[src/anp_defs.svh]
// Behaviour
// - expansion bit 5 latches high while the base page variable is true and alternate next page enable is set.
// - base page flag only meaningful with alternate next page enable set.
// - parallel detection fault latches high until read; resets to zero.
// - read-only flag shows partner advertised next page ability.
// - read-only flag shows local next page ability, one after reset.
// - page arrival sets page received, loads base or next page register.
// - reading the expansion register clears page received after returning it.
// - with alternate feature, page received clears on arrived false or inhibit.
// - read-only flag shows partner auto-negotiation ability, zero after reset.
// - transmit reserved bit 14 reads zero; writes to it are ignored.
// - toggle bits hold the inverse of the previous transmitted toggle; here the transmit toggle is whatever software writes.
// - partner next page register shows partner more pages flag, reset zero.
// - partner next page register shows partner acknowledge bit.
// - partner next page register shows message or unformatted page.
// - partner next page register shows partner comply flag.
`ifndef ANP_DEFS_SVH
`define ANP_DEFS_SVH

`define ANP_REG_BASE_PAGE   5'h05
`define ANP_REG_EXPANSION   5'h06
`define ANP_REG_NP_TX       5'h07
`define ANP_REG_NP_RX       5'h08

`define ANP_WORD_ZERO       16'h0000
`define ANP_NP_TX_RESET     16'h2001
`define ANP_NP_RX_RESET     16'h0000
`define ANP_BASE_RESET      16'h0000
`define ANP_NP_TX_RSV_MASK  16'h4000

`define ANP_BIT_BASE_PAGE   5
`define ANP_BIT_PD_FAULT    4
`define ANP_BIT_LP_NP_ABLE  3
`define ANP_BIT_NP_ABLE     2
`define ANP_BIT_PAGE_RX     1
`define ANP_BIT_LP_AN_ABLE  0
`define ANP_BIT_TX_RSV      14
`define ANP_LOCAL_NP_ABLE   1'b1

`define ANP_FLAG_BASE       0
`define ANP_FLAG_PD         1
`define ANP_FLAG_PR         2
`define ANP_NUM_LH          3

`define ANP_HDR_ST          12
`define ANP_HDR_OP_HI       11
`define ANP_HDR_OP_LO       10
`define ANP_HDR_PHY_HI      9
`define ANP_HDR_PHY_LO      5
`define ANP_HDR_REG_HI      4
`define ANP_HDR_REG_LO      0
`define ANP_OP_READ         2'h2
`define ANP_OP_WRITE        2'h1

`define ANP_PRE_ONES        6'h20
`define ANP_CNT_ZERO        4'h0
`define ANP_CNT_ONE         4'h1
`define ANP_HDR_LAST        4'hc
`define ANP_DATA_LAST       4'hf

`endif

[src/anp_unused_placeholder_removed.sv]
`timescale 1ns/1ns
`default_nettype none
`default_nettype wire

[src/anp_pkg.sv]
`default_nettype none
package anp_pkg;

   typedef logic [15:0] anp_word_t;

   typedef enum logic [3:0] {
      ST_PRE  = 4'h1,
      ST_HDR  = 4'h2,
      ST_TA   = 4'h4,
      ST_DATA = 4'h8
   } anp_mdio_state_t;

endpackage : anp_pkg
`default_nettype wire

[src/anp_lh_flag.sv]
`timescale 1ns/1ns
`default_nettype none
module anp_lh_flag (
   input  wire logic clock,
   input  wire logic rst_n,
   input  wire logic set,
   input  wire logic clr,
   output var  logic flag_q
);
   import anp_pkg::*;

   logic flag_d;

   // set beats clear so an event landing on the read is kept
   always_comb
   begin
      flag_d = flag_q;
      if (clr)
         flag_d = 1'b0;
      if (set)
         flag_d = 1'b1;
   end

   always_ff @(posedge clock)
   begin
      if (!rst_n)
         flag_q <= 1'b0;
      else
         flag_q <= flag_d;
   end
endmodule : anp_lh_flag
`default_nettype wire

[src/anp_np_regs.sv]
`timescale 1ns/1ns
`default_nettype none
`include "anp_defs.svh"
module anp_np_regs (
   input  wire logic             clock,
   input  wire logic             rst_n,
   input  wire logic             mdc,
   input  wire logic             mdio_i,
   output var  logic             mdio_o,
   output var  logic             mdio_oe,
   input  wire logic [4:0]       phy_addr,
   input  wire logic             alt_np_enable,
   input  wire logic             page_rx_pulse,
   input  wire logic             page_is_base,
   input  wire anp_pkg::anp_word_t page_word,
   input  wire logic             page_arrived_var,
   input  wire logic             send_inhibit_var,
   input  wire logic             base_page_var,
   input  wire logic             pd_fault_pulse,
   input  wire logic             lp_np_able,
   input  wire logic             lp_an_able,
   output var  anp_pkg::anp_word_t np_tx_word,
   output var  logic             np_tx_written
);
   import anp_pkg::*;

   // pin synchronisers
   logic            mdc_m_q, mdc_s_q, mdc_h_q;
   logic            mdio_m_q, mdio_s_q;
   logic [4:0]      phy_m_q, phy_s_q;

   // management frame state
   anp_mdio_state_t st_q, st_d;
   logic [5:0]      ones_q, ones_d;
   logic [3:0]      cnt_q, cnt_d;
   logic [11:0]     hdr_q, hdr_d;
   logic [4:0]      reg_q, reg_d;
   logic            rd_q, rd_d;
   logic            wr_q, wr_d;
   anp_word_t       sh_q, sh_d;
   logic            mdio_o_d, mdio_oe_d;
   logic            rise;
   logic [12:0]     hdr_full;
   logic            hdr_done;
   logic            rd6_clr;
   logic            wr_commit;
   anp_word_t       wr_word;

   // page registers
   anp_word_t       base_q, base_d;
   anp_word_t       np_rx_q, np_rx_d;
   anp_word_t       np_tx_q, np_tx_d;
   logic            lp_np_q, lp_an_q;
   logic            np_wr_d;
   logic [`ANP_NUM_LH-1:0] lh_set, lh_clr, lh_q;
   anp_word_t       exp_word;

   always_ff @(posedge clock)
   begin
      if (!rst_n)
      begin
         mdc_m_q  <= 1'b0;
         mdc_s_q  <= 1'b0;
         mdc_h_q  <= 1'b0;
         mdio_m_q <= 1'b1;
         mdio_s_q <= 1'b1;
         phy_m_q  <= 5'h00;
         phy_s_q  <= 5'h00;
      end
      else
      begin
         mdc_m_q  <= mdc;
         mdc_s_q  <= mdc_m_q;
         mdc_h_q  <= mdc_s_q;
         mdio_m_q <= mdio_i;
         mdio_s_q <= mdio_m_q;
         phy_m_q  <= phy_addr;
         phy_s_q  <= phy_m_q;
      end
   end

   assign rise     = mdc_s_q & ~mdc_h_q;
   assign hdr_full = {hdr_q, mdio_s_q};

   always_comb
   begin
      exp_word                      = `ANP_WORD_ZERO;
      exp_word[`ANP_BIT_BASE_PAGE]  = lh_q[`ANP_FLAG_BASE];
      exp_word[`ANP_BIT_PD_FAULT]   = lh_q[`ANP_FLAG_PD];
      exp_word[`ANP_BIT_LP_NP_ABLE] = lp_np_q;
      exp_word[`ANP_BIT_NP_ABLE]    = `ANP_LOCAL_NP_ABLE;
      exp_word[`ANP_BIT_PAGE_RX]    = lh_q[`ANP_FLAG_PR];
      exp_word[`ANP_BIT_LP_AN_ABLE] = lp_an_q;
   end

   function automatic anp_word_t read_mux(input logic [4:0] a, input anp_word_t e,
                                          input anp_word_t b, input anp_word_t t,
                                          input anp_word_t r);
      case (a)
         `ANP_REG_BASE_PAGE: read_mux = b;
         `ANP_REG_EXPANSION: read_mux = e;
         `ANP_REG_NP_TX:     read_mux = t;
         `ANP_REG_NP_RX:     read_mux = r;
         default:            read_mux = `ANP_WORD_ZERO;
      endcase
   endfunction : read_mux

   // header is complete on the rise that samples its thirteenth bit
   assign hdr_done  = rise && (st_q == ST_HDR) && (cnt_q == `ANP_HDR_LAST);
   assign rd6_clr   = hdr_done && hdr_full[`ANP_HDR_ST]
                      && (hdr_full[`ANP_HDR_OP_HI:`ANP_HDR_OP_LO] == `ANP_OP_READ)
                      && (hdr_full[`ANP_HDR_PHY_HI:`ANP_HDR_PHY_LO] == phy_s_q)
                      && (hdr_full[`ANP_HDR_REG_HI:`ANP_HDR_REG_LO] == `ANP_REG_EXPANSION);
   assign wr_commit = rise && (st_q == ST_DATA) && wr_q && (cnt_q == `ANP_DATA_LAST);
   assign wr_word   = {sh_q[14:0], mdio_s_q};

   always_comb
   begin
      st_d      = st_q;
      ones_d    = ones_q;
      cnt_d     = cnt_q;
      hdr_d     = hdr_q;
      reg_d     = reg_q;
      rd_d      = rd_q;
      wr_d      = wr_q;
      sh_d      = sh_q;
      mdio_o_d  = mdio_o;
      mdio_oe_d = mdio_oe;
      if (rise)
      begin
         case (st_q)
            ST_PRE:
            begin
               if (mdio_s_q)
               begin
                  if (ones_q != `ANP_PRE_ONES)
                     ones_d = ones_q + 6'h01;
               end
               else if (ones_q == `ANP_PRE_ONES)
               begin
                  st_d  = ST_HDR;
                  cnt_d = `ANP_CNT_ZERO;
               end
               else
                  ones_d = 6'h00;
            end
            ST_HDR:
            begin
               hdr_d = hdr_full[11:0];
               cnt_d = cnt_q + 4'h1;
               if (cnt_q == `ANP_HDR_LAST)
               begin
                  rd_d  = 1'b0;
                  wr_d  = 1'b0;
                  reg_d = hdr_full[`ANP_HDR_REG_HI:`ANP_HDR_REG_LO];
                  // a foreign address still walks the frame, bus left alone
                  if (hdr_full[`ANP_HDR_ST] && (hdr_full[`ANP_HDR_PHY_HI:`ANP_HDR_PHY_LO] == phy_s_q))
                  begin
                     rd_d = (hdr_full[`ANP_HDR_OP_HI:`ANP_HDR_OP_LO] == `ANP_OP_READ);
                     wr_d = (hdr_full[`ANP_HDR_OP_HI:`ANP_HDR_OP_LO] == `ANP_OP_WRITE);
                  end
                  // snapshot taken in the same cycle as the clear-on-read
                  sh_d  = read_mux(hdr_full[`ANP_HDR_REG_HI:`ANP_HDR_REG_LO], exp_word,
                                   base_q, np_tx_q, np_rx_q);
                  st_d  = ST_TA;
                  cnt_d = `ANP_CNT_ZERO;
               end
            end
            ST_TA:
            begin
               cnt_d = cnt_q + 4'h1;
               if (cnt_q == `ANP_CNT_ZERO)
               begin
                  mdio_oe_d = rd_q;
                  mdio_o_d  = 1'b0;
               end
               else
               begin
                  st_d     = ST_DATA;
                  cnt_d    = `ANP_CNT_ZERO;
                  mdio_o_d = sh_q[15];
                  if (rd_q)
                     sh_d = {sh_q[14:0], 1'b0};
               end
            end
            ST_DATA:
            begin
               cnt_d = cnt_q + 4'h1;
               if (rd_q)
               begin
                  mdio_o_d = sh_q[15];
                  sh_d     = {sh_q[14:0], 1'b0};
               end
               else
                  sh_d = wr_word;
               if (cnt_q == `ANP_DATA_LAST)
               begin
                  mdio_oe_d = 1'b0;
                  mdio_o_d  = 1'b0;
                  st_d      = ST_PRE;
                  ones_d    = 6'h00;
                  rd_d      = 1'b0;
                  wr_d      = 1'b0;
               end
            end
            default:
            begin
               st_d      = ST_PRE;
               ones_d    = 6'h00;
               mdio_oe_d = 1'b0;
            end
         endcase
      end
   end

   always_ff @(posedge clock)
   begin
      if (!rst_n)
      begin
         st_q    <= ST_PRE;
         ones_q  <= 6'h00;
         cnt_q   <= `ANP_CNT_ZERO;
         hdr_q   <= 12'h000;
         reg_q   <= 5'h00;
         rd_q    <= 1'b0;
         wr_q    <= 1'b0;
         sh_q    <= `ANP_WORD_ZERO;
         mdio_o  <= 1'b0;
         mdio_oe <= 1'b0;
      end
      else
      begin
         st_q    <= st_d;
         ones_q  <= ones_d;
         cnt_q   <= cnt_d;
         hdr_q   <= hdr_d;
         reg_q   <= reg_d;
         rd_q    <= rd_d;
         wr_q    <= wr_d;
         sh_q    <= sh_d;
         mdio_o  <= mdio_o_d;
         mdio_oe <= mdio_oe_d;
      end
   end

   // base page flag is only set while the alternate feature is on
   assign lh_set[`ANP_FLAG_BASE] = base_page_var & alt_np_enable;
   assign lh_clr[`ANP_FLAG_BASE] = rd6_clr;
   assign lh_set[`ANP_FLAG_PD]   = pd_fault_pulse;
   assign lh_clr[`ANP_FLAG_PD]   = rd6_clr;
   assign lh_set[`ANP_FLAG_PR]   = page_rx_pulse;
   assign lh_clr[`ANP_FLAG_PR]   = rd6_clr
                                   | (alt_np_enable & (~page_arrived_var | send_inhibit_var));

   genvar gi;
   generate
      for (gi = 0; gi < `ANP_NUM_LH; gi++)
      begin : g_lh
         anp_lh_flag u_flag (
            .clock  (clock),
            .rst_n  (rst_n),
            .set    (lh_set[gi]),
            .clr    (lh_clr[gi]),
            .flag_q (lh_q[gi])
         );
      end
   endgenerate

   always_comb
   begin
      base_d  = base_q;
      np_rx_d = np_rx_q;
      np_tx_d = np_tx_q;
      np_wr_d = 1'b0;
      if (page_rx_pulse)
      begin
         if (page_is_base)
            base_d = page_word;
         else
            np_rx_d = page_word;
      end
      if (wr_commit && (reg_q == `ANP_REG_NP_TX))
      begin
         // software owns more pages, comply and toggle; bit 14 stays zero
         np_tx_d = wr_word & ~`ANP_NP_TX_RSV_MASK;
         np_wr_d = 1'b1;
      end
   end

   always_ff @(posedge clock)
   begin
      if (!rst_n)
      begin
         base_q        <= `ANP_BASE_RESET;
         np_rx_q       <= `ANP_NP_RX_RESET;
         np_tx_q       <= `ANP_NP_TX_RESET;
         np_tx_word    <= `ANP_NP_TX_RESET;
         np_tx_written <= 1'b0;
         lp_np_q       <= 1'b0;
         lp_an_q       <= 1'b0;
      end
      else
      begin
         base_q        <= base_d;
         np_rx_q       <= np_rx_d;
         np_tx_q       <= np_tx_d;
         np_tx_word    <= np_tx_d;
         np_tx_written <= np_wr_d;
         lp_np_q       <= lp_np_able;
         lp_an_q       <= lp_an_able;
      end
   end
endmodule : anp_np_regs
`default_nettype wire

[config.mk]
export PLATFORM = sky130hd
export DESIGN_NAME = anp_np_regs
export DESIGN_NICKNAME = d
export VERILOG_FILES = /design/src/anp_unused_placeholder_removed.sv /design/src/anp_pkg.sv /design/src/anp_lh_flag.sv /design/src/anp_np_regs.sv
export VERILOG_INCLUDE_DIRS = /design/src /design/src/src
export SDC_FILE = /design/constraint.sdc
export NUM_CORES = 1
export LEC_CHECK = 0
export BUFFER_PORTS_ARGS = -buffer_cell sky130_fd_sc_hd__buf_2
export CAP_MARGIN = 20
export CORE_MARGIN = 4
export CORE_UTILIZATION = 51
export CTS_BUF_LIST = sky130_fd_sc_hd__clkbuf_8 sky130_fd_sc_hd__clkbuf_16
export DETAILED_ROUTE_END_ITERATION = 16
export GPL_ROUTABILITY_DRIVEN = 0
export PLACE_DENSITY = 0.78
export SYNTH_ARGS = -nofsm -noshare
export SYNTH_HDL_FRONTEND = slang
export SYNTH_HIERARCHICAL = 1
export SYNTH_SLANG_ARGS = --single-unit
export TNS_END_PERCENT = 20
[constraint.sdc]
create_clock -name clock -period 4.8 [get_ports clock]
set_clock_uncertainty 0.15 [all_clocks]
set_input_delay 0.72 -clock clock [delete_from_list [all_inputs] [get_ports clock]]
set_output_delay 0.72 -clock clock [all_outputs]
set_load 0.02 [all_outputs]
==> out/results.tsv, run 1 <==
metric	value	unit
outcome	finished clean	
dr.pass1.iters	5	
cts_resized	0	
die_h	113	um
via_count	4463	
place_ws	1.45	ns
ys_seq_area_share	42.6	%
fmaxAchievable	0.298	GHz
cts_buffers	17	
slowest_stage	dfxtp_1	
critPathKind	reg2reg	
start_kind	flop	
path_buf_inv	0	
htree_levels	4	
ys_types	68	
min_period	3.36	ns
dp_cells	757	
hold_viol_final	0	
hp-start	mdio_i	
avgSynthCellArea	9.18	um2
critPathArrivalTime	3.62	ns
setup_viol	0	
nets	680	
wl	12500	um
port_buffers	51	
rsz0062_at_grt	false	
post-cts-setup-buffers	0	
fin_area	0.00641	mm2
cts_max_path_buffers	2	
final_util	61.0	%
die_area	0.0127	mm2
viasPerCell	5.64	
switchingPower	552	uW
critPathMaxFanout	17	
synth.largest_area_cell	dfxtp_1	
syn_inst	610	
hold_path.class	in2reg	
p_per_area	355	mW/mm2
num_io_pins	53	
die_x	113	um
clk_pin_slew	0.06	ns
p_leak	2.46	nW
synth_edf_count	0	
cts_sinks	119	
fin_ws	1.44	ns
rows	37	
start_util	53.3	%
crit_required	5.06	ns
clk_latency	0.52	ns
whs	0.229	ns
worstReg2RegStart	st_q[1]$_SDFFE_PN0P_	
grt_pass1_wl	21200	um
power.total	2.27	mW
synth_area	0.00560	mm2
hold_buffers	0	
setup-tns-final	0	ns
drv_cap	0	
grt_pass1_vias	4307	
drtAntennaViolNets	0	
grt-ovfl-total	0	
finalCritPeriodShare	69.9	%
drv_slew	0	
worstMarginPinSlew	1.01	ns
synthFlopType	dfxtp_1	
worst_slew_margin_rel	32.3	%
yosys_warnings	6	
synth-seq-cells	119	
fillCellCount	860	
track_usage	20.4	%
drt_iter0_markers	323	
pwr-share-comb	3.7	%
area_delta_synth_final	14.6	%
pwr-share-clk	51.4	%
ir_worst_vdd	0.250	mV
crit_chain	nor2b_2 -> nand3_2 -> or3_1 -> nor4_4 -> a21o_1 -> nor2b_4 -> o21a_1	
seqPwrFrac	44.9	%
cts_tree	done	
dpl.hpwl	8260	um
antennaDiodeCount	0	
root_buffer	clkbuf_8	
drc	0	
core_area	0.0105	mm2
swShare	24.3	%
critPathCaptureType	flop	
synthArstFlopShare	0	%
intPower	1.72	mW
wl_per_cell	15.8	um
crit_family	simple AND/OR/NAND/NOR gates	
syn-num-nets	648	
grt_max_degree	94	
critPathMaxStageDelay	0.73	ns
final_cells	791	
antenna_found_initial	0	
drive_above_1_share	17.4	%
synth_top_area_share	42.6	%
crit_path_start	st_q[1]$_SDFFE_PN0P_	
place_area	0.00584	mm2
synthTopCellsByArea	dfxtp_1, mux2i_1, nand2_1, a21boi_0, nor2b_1	
## placed cells by master, fill, tap and decap left out, types with 3 or more instances in the layout
cell / count
clkinv_4: 3
a2bb2oi_1: 6
clkbuf_8: 3
nor2b_1: 35
buf_2: 51
or3_1: 5
mux2i_1: 49
inv_6: 7
and2_1: 20
a21boi_0: 35
a21oi_1: 15
a211oi_1: 12
nor2_1: 33
ha_1: 4
o21ai_0: 15
o21a_1: 4
inv_1: 9
clkbuf_16: 16
buf_4: 3
nand2_1: 95
dfxtp_1: 119
clkinvlp_4: 3
o211ai_1: 6
o31ai_1: 5
a221oi_1: 6
xor2_1: 5
a21boi_1: 4
o32ai_2: 8
nor2b_4: 3
nand3_1: 13
and3_1: 3
nand2b_1: 11
## metal layers
layer	track usage, %	part of all wire (%)
met1	26.5	44
met2	32.7	48
met3	5.40	6.0
met4	7.53	1.7
met5	0	0
## state kept, by name, summed over array words and instances (netlist names), 3 cells and up
| signal | count |
|---|---|
| cnt_q | 4 |
| sh_q | 16 |
| base_q | 16 |
| phy_s_q | 5 |
| hdr_q | 12 |
| st_q | 4 |
| g_lh.u_flag/flag_q | 3 |
| reg_q | 5 |
| phy_m_q | 5 |
| np_rx_q | 16 |
| ones_q | 6 |
| np_tx_q | 15 |
## logic make-up (layout without fill, tap and decap cells)
| logic type | count (synthesis) | count (layout) | share of synthesized area [%] |
|---|---|---|---|
| AOI/OAI and AO/OA | 131 | 131 | 18.2 |
| buffers and inverters | 51 | 96 | 4.11 |
| xor gates and xnor gates | 7 | 7 | 1.10 |
| and+or+nand+nor | 248 | 248 | 24.3 |
| DFF | 119 | 119 | 42.6 |
| muxes | 49 | 49 | 8.76 |
| other | 1 | 1 | 0.0670 |
| adders and majority gates | 4 | 4 | 0.894 |
## cells in the mapped netlist, types with 2 or more instances
master     count
o32ai_1        2
dfxtp_1      119
nor2b_4        3
or4_1          2
nor2_1        33
nor4_1         2
nand2b_1      11
mux2i_1       49
a21o_1         2
o21a_1         4
a21boi_0      35
nand3b_1       2
a211oi_1      12
nand4bb_1      2
buf_2          7
a2bb2oi_1      6
buf_6          2
ha_1           4
a21oi_1       15
or3_1          5
xor2_1         5
o211ai_1       6
nor4b_4        2
o32ai_2        8
a21boi_1       4
nand2_1       95
inv_1          9
or4b_2         2
o22ai_1        2
o21ai_0       15
a221oi_1       6
xnor2_1        2
clkbuf_1      30
nor3b_1        2
and2_1        20
nand3_1       13
and3_1         3
o31ai_1        5
nor2b_1       35
## path summary, 6_finish.rpt
kind	to	slack (ns)	depth (start not counted)
max	g_lh[2].u_flag/flag_q$_SDFFE_PN0P_	1.44	7
max reg2reg	g_lh[2].u_flag/flag_q$_SDFFE_PN0P_	1.44	7
min	mdio_m_q$_SDFF_PN1_	0.23	2
min reg2reg	mdio_s_q$_SDFF_PN1_	0.26	1
## layout make-up
class / instances / area (um2) / area share (%)
Multi-Input combinational cell: 440 / 2990 / 46.6
Inverter: 9 / 33.8 / 0.527
Clock inverter: 13 / 110 / 1.72
Timing Repair Buffer: 55 / 289 / 4.51
Clock buffer: 19 / 442 / 6.89
Sequential cell: 119 / 2380 / 37.2
Tap cell: 136 / 170 / 2.65
## power groups by stage
stage / clock [mW] / sequential, mW / combinational, mW
after floorplan: 0 / 1.04 / 0.0581
after global placement: 0 / 1.04 / 0.0805
after detailed placement: 0 / 1.04 / 0.0827
after CTS: 1.19 / 1.02 / 0.0835
after global routing: 1.24 / 1.02 / 0.0944
final: 1.17 / 1.02 / 0.0838
Power figures use the tool's default switching activity.
==> run 2: changes to the inputs <==
- clock period: 4.8 -> 3.16 ns (I/O delays scaled with it)
==> run 2 against run 1 <==
Effect of this change:
- setup slack worse by 0.97 ns
- die area unchanged
- combinational power rose by 63%
- core utilization up 1.2 points
- maximum frequency is 25% higher
- design area increased by 1.9%
- flip-flop and latch count is the same
- sequential share of layout area decreased by 0.70 points
- cell count rose by 1.8%
- non-clock buffer count up 14
- sequential power increased by 52%
- critical path type unchanged
- largest power group unchanged
==> out/results.tsv, run 2 (synthesis gave the netlist of run 1 again) <==
metric	value	unit	change
fmaxAchievable	0.372	GHz	+25%
ir_worst_vdd	0.428	mV	+71%
clk_pin_slew	0.06	ns	about the same
critPathMaxFanout	14		-3
crit_family	simple AND/OR/NAND/NOR gates		
clk_latency	0.51	ns	about the same
cts_max_path_buffers	2		unchanged
antennaDiodeCount	0		unchanged
wl_per_cell	15.7	um	-0.65%
wl	12600	um	+1.1%
start_kind	flop		
finalCritPeriodShare	85.1	%	+15 points
slowest_stage	or3_1		
grt_max_degree	89		-5.3%
setup_viol	0		unchanged
min_period	2.69	ns	-0.667 ns
dpl.hpwl	8330	um	+0.82%
port_buffers	51		unchanged
p_leak	2.52	nW	+2.4%
pwr-share-clk	50.3	%	-1.1 points
swShare	23.3	%	-0.95 points
p_per_area	521	mW/mm2	+47%
path_buf_inv	0		unchanged
core_area	0.0105	mm2	unchanged
cts_buffers	17		unchanged
htree_levels	4		unchanged
power.total	3.40	mW	+50%
start_util	53.3	%	unchanged
outcome	finished clean		
area_delta_synth_final	16.7	%	
hold_depth	2		unchanged
seqPwrFrac	45.6	%	+0.7 points
pwr-share-comb	4.0	%	+0.3 points
cts_tree	done		
drtAntennaViolNets	0		unchanged
switchingPower	794	uW	+44%
rsz0062_at_grt	false		
rows	37		unchanged
post-cts-setup-buffers	0		unchanged
drc	0		unchanged
viasPerCell	5.56		-1.4%
die_x	113	um	unchanged
drive_above_1_share	17.8	%	+0.38 points
hold_viol_final	0		unchanged
top_regs	base_q x16, np_rx_q x16, sh_q x16		
worstMarginPinSlew	0.772	ns	-0.241 ns
hold_path.class	in2reg		
intPower	2.61	mW	+51%
grt-ovfl-total	0		unchanged
whs	0.0223	ns	-0.207 ns
drt_iter0_markers	352		+9.0%
crit_chain	nor2_1 -> nand3_2 -> or3_1 -> nor4_4 -> a21o_1 -> nor2b_4 -> o21a_1		
root_buffer	clkbuf_8		
nets	694		+2.1%
r2r_cells	7		unchanged
grt_pass1_vias	4377		+1.6%
crit_required	3.41	ns	-1.65 ns
final_cell_mix	dfxtp_1, nand2_1, buf_2		
critPathMaxStageDelay	0.55	ns	-0.18 ns
cts_sinks	119		unchanged
drv_cap	0		unchanged
critPathCaptureType	flop		
fin_ws	0.470	ns	-0.973 ns
layout_commonest_cell	dfxtp_1		
track_usage	20.3	%	-0.052 points
die_area	0.0127	mm2	unchanged
num_io_pins	53		unchanged
drv_slew	0		unchanged
fillCellCount	844		-1.9%
setup-tns-final	0	ns	unchanged
via_count	4477		+0.31%
antenna_found_initial	0		unchanged
grt_pass1_wl	21200	um	+0.13%
critPathKind	reg2reg		
cp.depth	7		unchanged
worst_slew_margin_rel	48.2	%	+16 points
critPathArrivalTime	2.94	ns	-0.68 ns
place_ws	0.529	ns	-0.922 ns
dr.pass1.iters	5		unchanged
die_h	113	um	unchanged
run 2: cell count changes in the layout (fill, tap and decap cells not counted), sizes merged:
cell | before | now
buf | 55 | 61
clkinv | 3 | 4
clkinvlp | 3 | 5
dlygate4sd3 | 0 | 8
inv | 16 | 13
run 2: stage by stage:
| step | std cells | util, % | area [um2] |
|---|---|---|---|
| 6_report | 805 | 62.2 | 6540 |
| 5_1_grt | 805 | 62.2 | 6540 |
| 4_1_cts | 805 | 62.2 | 6540 |
| 3_5_place_dp | 765 | 56.3 | 5910 |
| 3_3_place_gp | 765 | 56.3 | 5910 |
| 2_1_floorplan | 610 | - | 5600 |
run 2: final cells by class:
type	instances	area [um2]	area share, %
flip-flops and latches	119	2380	36.5
well taps	136	170	2.60
clock inverters	13	98.8	1.51
multi-input cells	440	2990	45.7
clock buffers	19	442	6.76
inverters	9	33.8	0.517
repair buffers	69	423	6.47
run 2: power by group through the flow:
stage               Clock, mW  Sequential, mW  Combinational [mW]
floorplan                   0            1.58              0.0882
global placement            0            1.58               0.124
detailed placement          0            1.58               0.129
CTS                      1.75            1.55               0.138
global route             1.81            1.56               0.155
finish                   1.71            1.55               0.137
run 2: layer usage:
| layer | share of wire, % | vias to the layer above | track usage (%) | routed length (um) |
|---|---|---|---|---|
| li1 | - | 2224 | - | - |
| met4 | 1.2 | 0 | 6.41 | 151 |
| met1 | 45 | 2104 | 25.4 | 5640 |
| met2 | 49 | 134 | 33.5 | 6220 |
| met3 | 4.9 | 15 | 6.52 | 624 |
| met5 | 0 | - | 0 | 0 |
run 2: final timing paths:
kind,slack [ns],start,end
worst max-delay path,0.47,st_q[0]$_SDFFE_PN1P_,g_lh[2].u_flag/flag_q$_SDFFE_PN0P_
worst min-delay path,0.02,phy_addr[4],phy_m_q[4]$_SDFF_PN0_
worst max register to register,0.47,st_q[0]$_SDFFE_PN1P_,g_lh[2].u_flag/flag_q$_SDFFE_PN0P_
worst min register to register,0.27,mdio_m_q$_SDFF_PN1_,mdio_s_q$_SDFF_PN1_
run 2: timing repair:
| action | 4_1_cts | 5_1_grt |
|---|---|---|
| gates resized for setup | 0 | 0 |
| hold endpoints to repair | 8 | 0 |
| hold buffers | 8 | 0 |
run 2: worst register-to-register path, delay by kind of cell (launching register included):
kind               cells  cell delay, ns
AOI/OAI and AO/OA      2            0.34
and+or+nand+nor        5            1.61
DFF                    1            0.48
==> run 3: changes to the inputs <==
- SYNTH_HIERARCHICAL: 1 -> default
==> run 3 against run 2 <==
Effect of this change:
- core utilization decreased by 1.5 points
- flip-flop and latch count stayed put
- largest cell class unchanged
- synthesized cell count is 2.6% higher
- total power up 3.0%
- register-to-register slack improved by 0.30 ns
- clock-buffer cell count unchanged
- critical path depth fell by 1
- combinational power down 9%
- critical path type unchanged
- via count grew 3.6%
==> out/results.tsv, run 3 <==
metric	value	unit	change
ys_types	61		-10%
top_regs	base_q x16, np_rx_q x16, sh_q x16		
cts_tree	done		
hold_path.class	in2reg		
clk_latency	0.51	ns	about the same
seq_area	0.00238	mm2	unchanged
drive_above_1_share	15.8	%	-2.0 points
p_leak	2.32	nW	-7.6%
seqPwrFrac	44.3	%	-1.3 points
num_io_pins	53		unchanged
start_kind	flop		
place_area	0.00567	mm2	-4.2%
synth-seq-cells	119		unchanged
ir_worst_vdd	0.374	mV	-13%
rows	37		unchanged
track_usage	20.6	%	+0.30 points
intPower	2.74	mW	+5.2%
final_cell_mix	nand2_1, dfxtp_1, buf_2		
fmaxAchievable	0.419	GHz	+13%
min_period	2.39	ns	-0.301 ns
root_buffer	clkbuf_8		
hold_buffers	0		-8
die_x	110	um	-2.0%
htree_levels	4		unchanged
die_h	110	um	-2.0%
nets	697		+0.43%
synthXorXnorAreaFrac	1.14	%	+0.050 points
crit_required	3.45	ns	+0.04 ns
cts_resized	0		unchanged
critPathMaxFanout	17		+3
syn-num-nets	664		+2.5%
synth-compound-area-share	24.3	%	+6.2 points
critPathArrivalTime	2.68	ns	-0.26 ns
drc	0		unchanged
start_util	52.1	%	-1.2 points
drtAntennaViolNets	0		unchanged
avgSynthCellArea	8.55	um2	-6.8%
drt_iter0_markers	280		-20%
syn_inst	626		+2.6%
cts_max_path_buffers	2		unchanged
outcome	finished clean		
wl	12600	um	-0.21%
antenna_found_initial	0		unchanged
ys_seq_area_share	44.5	%	+1.9 points
grt_max_degree	75		-16%
synthTopCellsByArea	dfxtp_1, nand2_1, a21boi_0, a21boi_1, and2_1		
die_area	0.0122	mm2	-4.0%
pwr-share-comb	3.6	%	-0.4 points
dr.pass1.iters	5		unchanged
fillCellCount	871		+3.2%
setup_viol	0		unchanged
wl_per_cell	15.6	um	-0.46%
hold_viol_final	0		unchanged
via_count	4639		+3.6%
drv_slew	0		unchanged
synth_top_family_by_area	compound AO/OA/AOI/OAI gates		
synth_top_area_share	44.5	%	+1.9 points
finalCritPeriodShare	75.6	%	-9.5 points
post-cts-setup-buffers	0		unchanged
critPathCaptureType	flop		
viasPerCell	5.75		+3.4%
cts_buffers	17		unchanged
whs	0.00713	ns	-0.0151 ns
grt-ovfl-total	0		unchanged
grt_pass1_vias	4414		+0.85%
switchingPower	762	uW	-4.1%
final_cells	807		+0.25%
synth_adder_area_share	0.935	%	+0.041 points
synth_most_common_cell	nand2_1		
pwr-share-clk	52.2	%	+1.9 points
grt_pass1_wl	21200	um	-0.13%
antennaDiodeCount	0		unchanged
synthArstFlopShare	0	%	unchanged
synth_edf_count	0		unchanged
clk_pin_slew	0.05	ns	about the same
multi_input_area	0.00275	mm2	-8.0%
synthFlopType	dfxtp_1		
dpl.hpwl	8330	um	about the same
setup-tns-final	0	ns	unchanged
dp_cells	776		+1.4%
layout_commonest_cell	nand2_1		
worst_slew_margin_rel	51.7	%	+3.5 points
power.total	3.51	mW	+3.0%
port_buffers	51		unchanged
cts_sinks	119		unchanged
synth_area	0.00536	mm2	-4.3%
drv_cap	0		unchanged
area_delta_synth_final	16.4	%	
synth_common_cells	nand2_1, dfxtp_1, a21boi_0		
synth.largest_area_cell	dfxtp_1		
p_per_area	562	mW/mm2	+8.0%
core_area	0.0103	mm2	-2.2%
muxShareOfSynthArea	1.12	%	-7.6 points
regToRegSetupSlack	0.77	ns	+0.30 ns
yosys_warnings	0		-6
rsz0062_at_grt	false		
fin_area	0.00623	mm2	-4.6%
synthSimpleGateAreaFrac	23.7	%	-0.65 points
critPathKind	reg2reg		
swShare	21.7	%	-1.6 points
worstMarginPinSlew	0.723	ns	-0.0490 ns
run 3: cell count changes after synthesis, sizes merged, moves of 28 or more:
| cell | change |
|---|---|
| mux2i | -43 |
| nor2 | -28 |
| nor2b | -30 |
| nand2 | +52 |
| o21ai | +31 |
| a21boi | +30 |
run 3: power by group through the flow:
stage | clock network, mW | registers, mW | logic (mW)
floorplan | 0 | 1.58 | 0.0836
global placement | 0 | 1.58 | 0.120
detailed placement | 0 | 1.58 | 0.125
CTS | 1.84 | 1.55 | 0.126
global route | 1.91 | 1.56 | 0.140
finish | 1.83 | 1.55 | 0.125
run 3: cell type report:
class                           count  area share [%]
Clock buffer                       19            7.08
Sequential cell                   119            38.2
Multi-Input combinational cell    454            44.1
Inverter                            6           0.361
Clock inverter                     12            2.05
Tap cell                          136            2.73
Timing Repair Buffer               61            5.50
run 3: critical path, stage by stage (launching register included):
cell and delay, ns:
dfxtp_1 0.64, nor4b_2 0.34, nand2_1 0.11, buf_4 0.21
nor2_2 0.59, nand2_1 0.13, a21boi_1 0.15
run 3: cell families (layout without fill, tap and decap cells):
group	after synthesis	after routing
simple gates	250	250
compound gates	186	186
flops	119	119
buf+inv	53	98
xor+xnor	7	7
mux	6	6
fa+ha+maj	4	4
other cells	1	1
run 3: per-layer routing:
layer  GRT usage (%)  wire length [um]
met1            25.6              5510
met5               0                 0
met3            4.05               654
met2            35.6              6230
met4            7.06               203
run 3: path summary, 6_finish.rpt:
path,endpoint,startpoint,cells past startpoint
worst min register to register,phy_s_q[0]$_SDFF_PN0_,phy_m_q[0]$_SDFF_PN0_,1
worst max-delay path,np_tx_q[6]$_SDFFE_PN0P_,st_q[3]$_SDFFE_PN0P_,6
worst min-delay path,mdio_m_q$_SDFF_PN1_,mdio_i,2
worst max register to register,np_tx_q[6]$_SDFFE_PN0P_,st_q[3]$_SDFFE_PN0P_,6
run 3: through the flow:
stage | setup slack, ns | utilization [%]
floorplan | 1.23 | -
detailed placement | 0.824 | 55.1
global route | 0.546 | 60.7
finish | 0.771 | 60.7
CTS | 0.798 | 60.7
global placement | 0.838 | 55.1
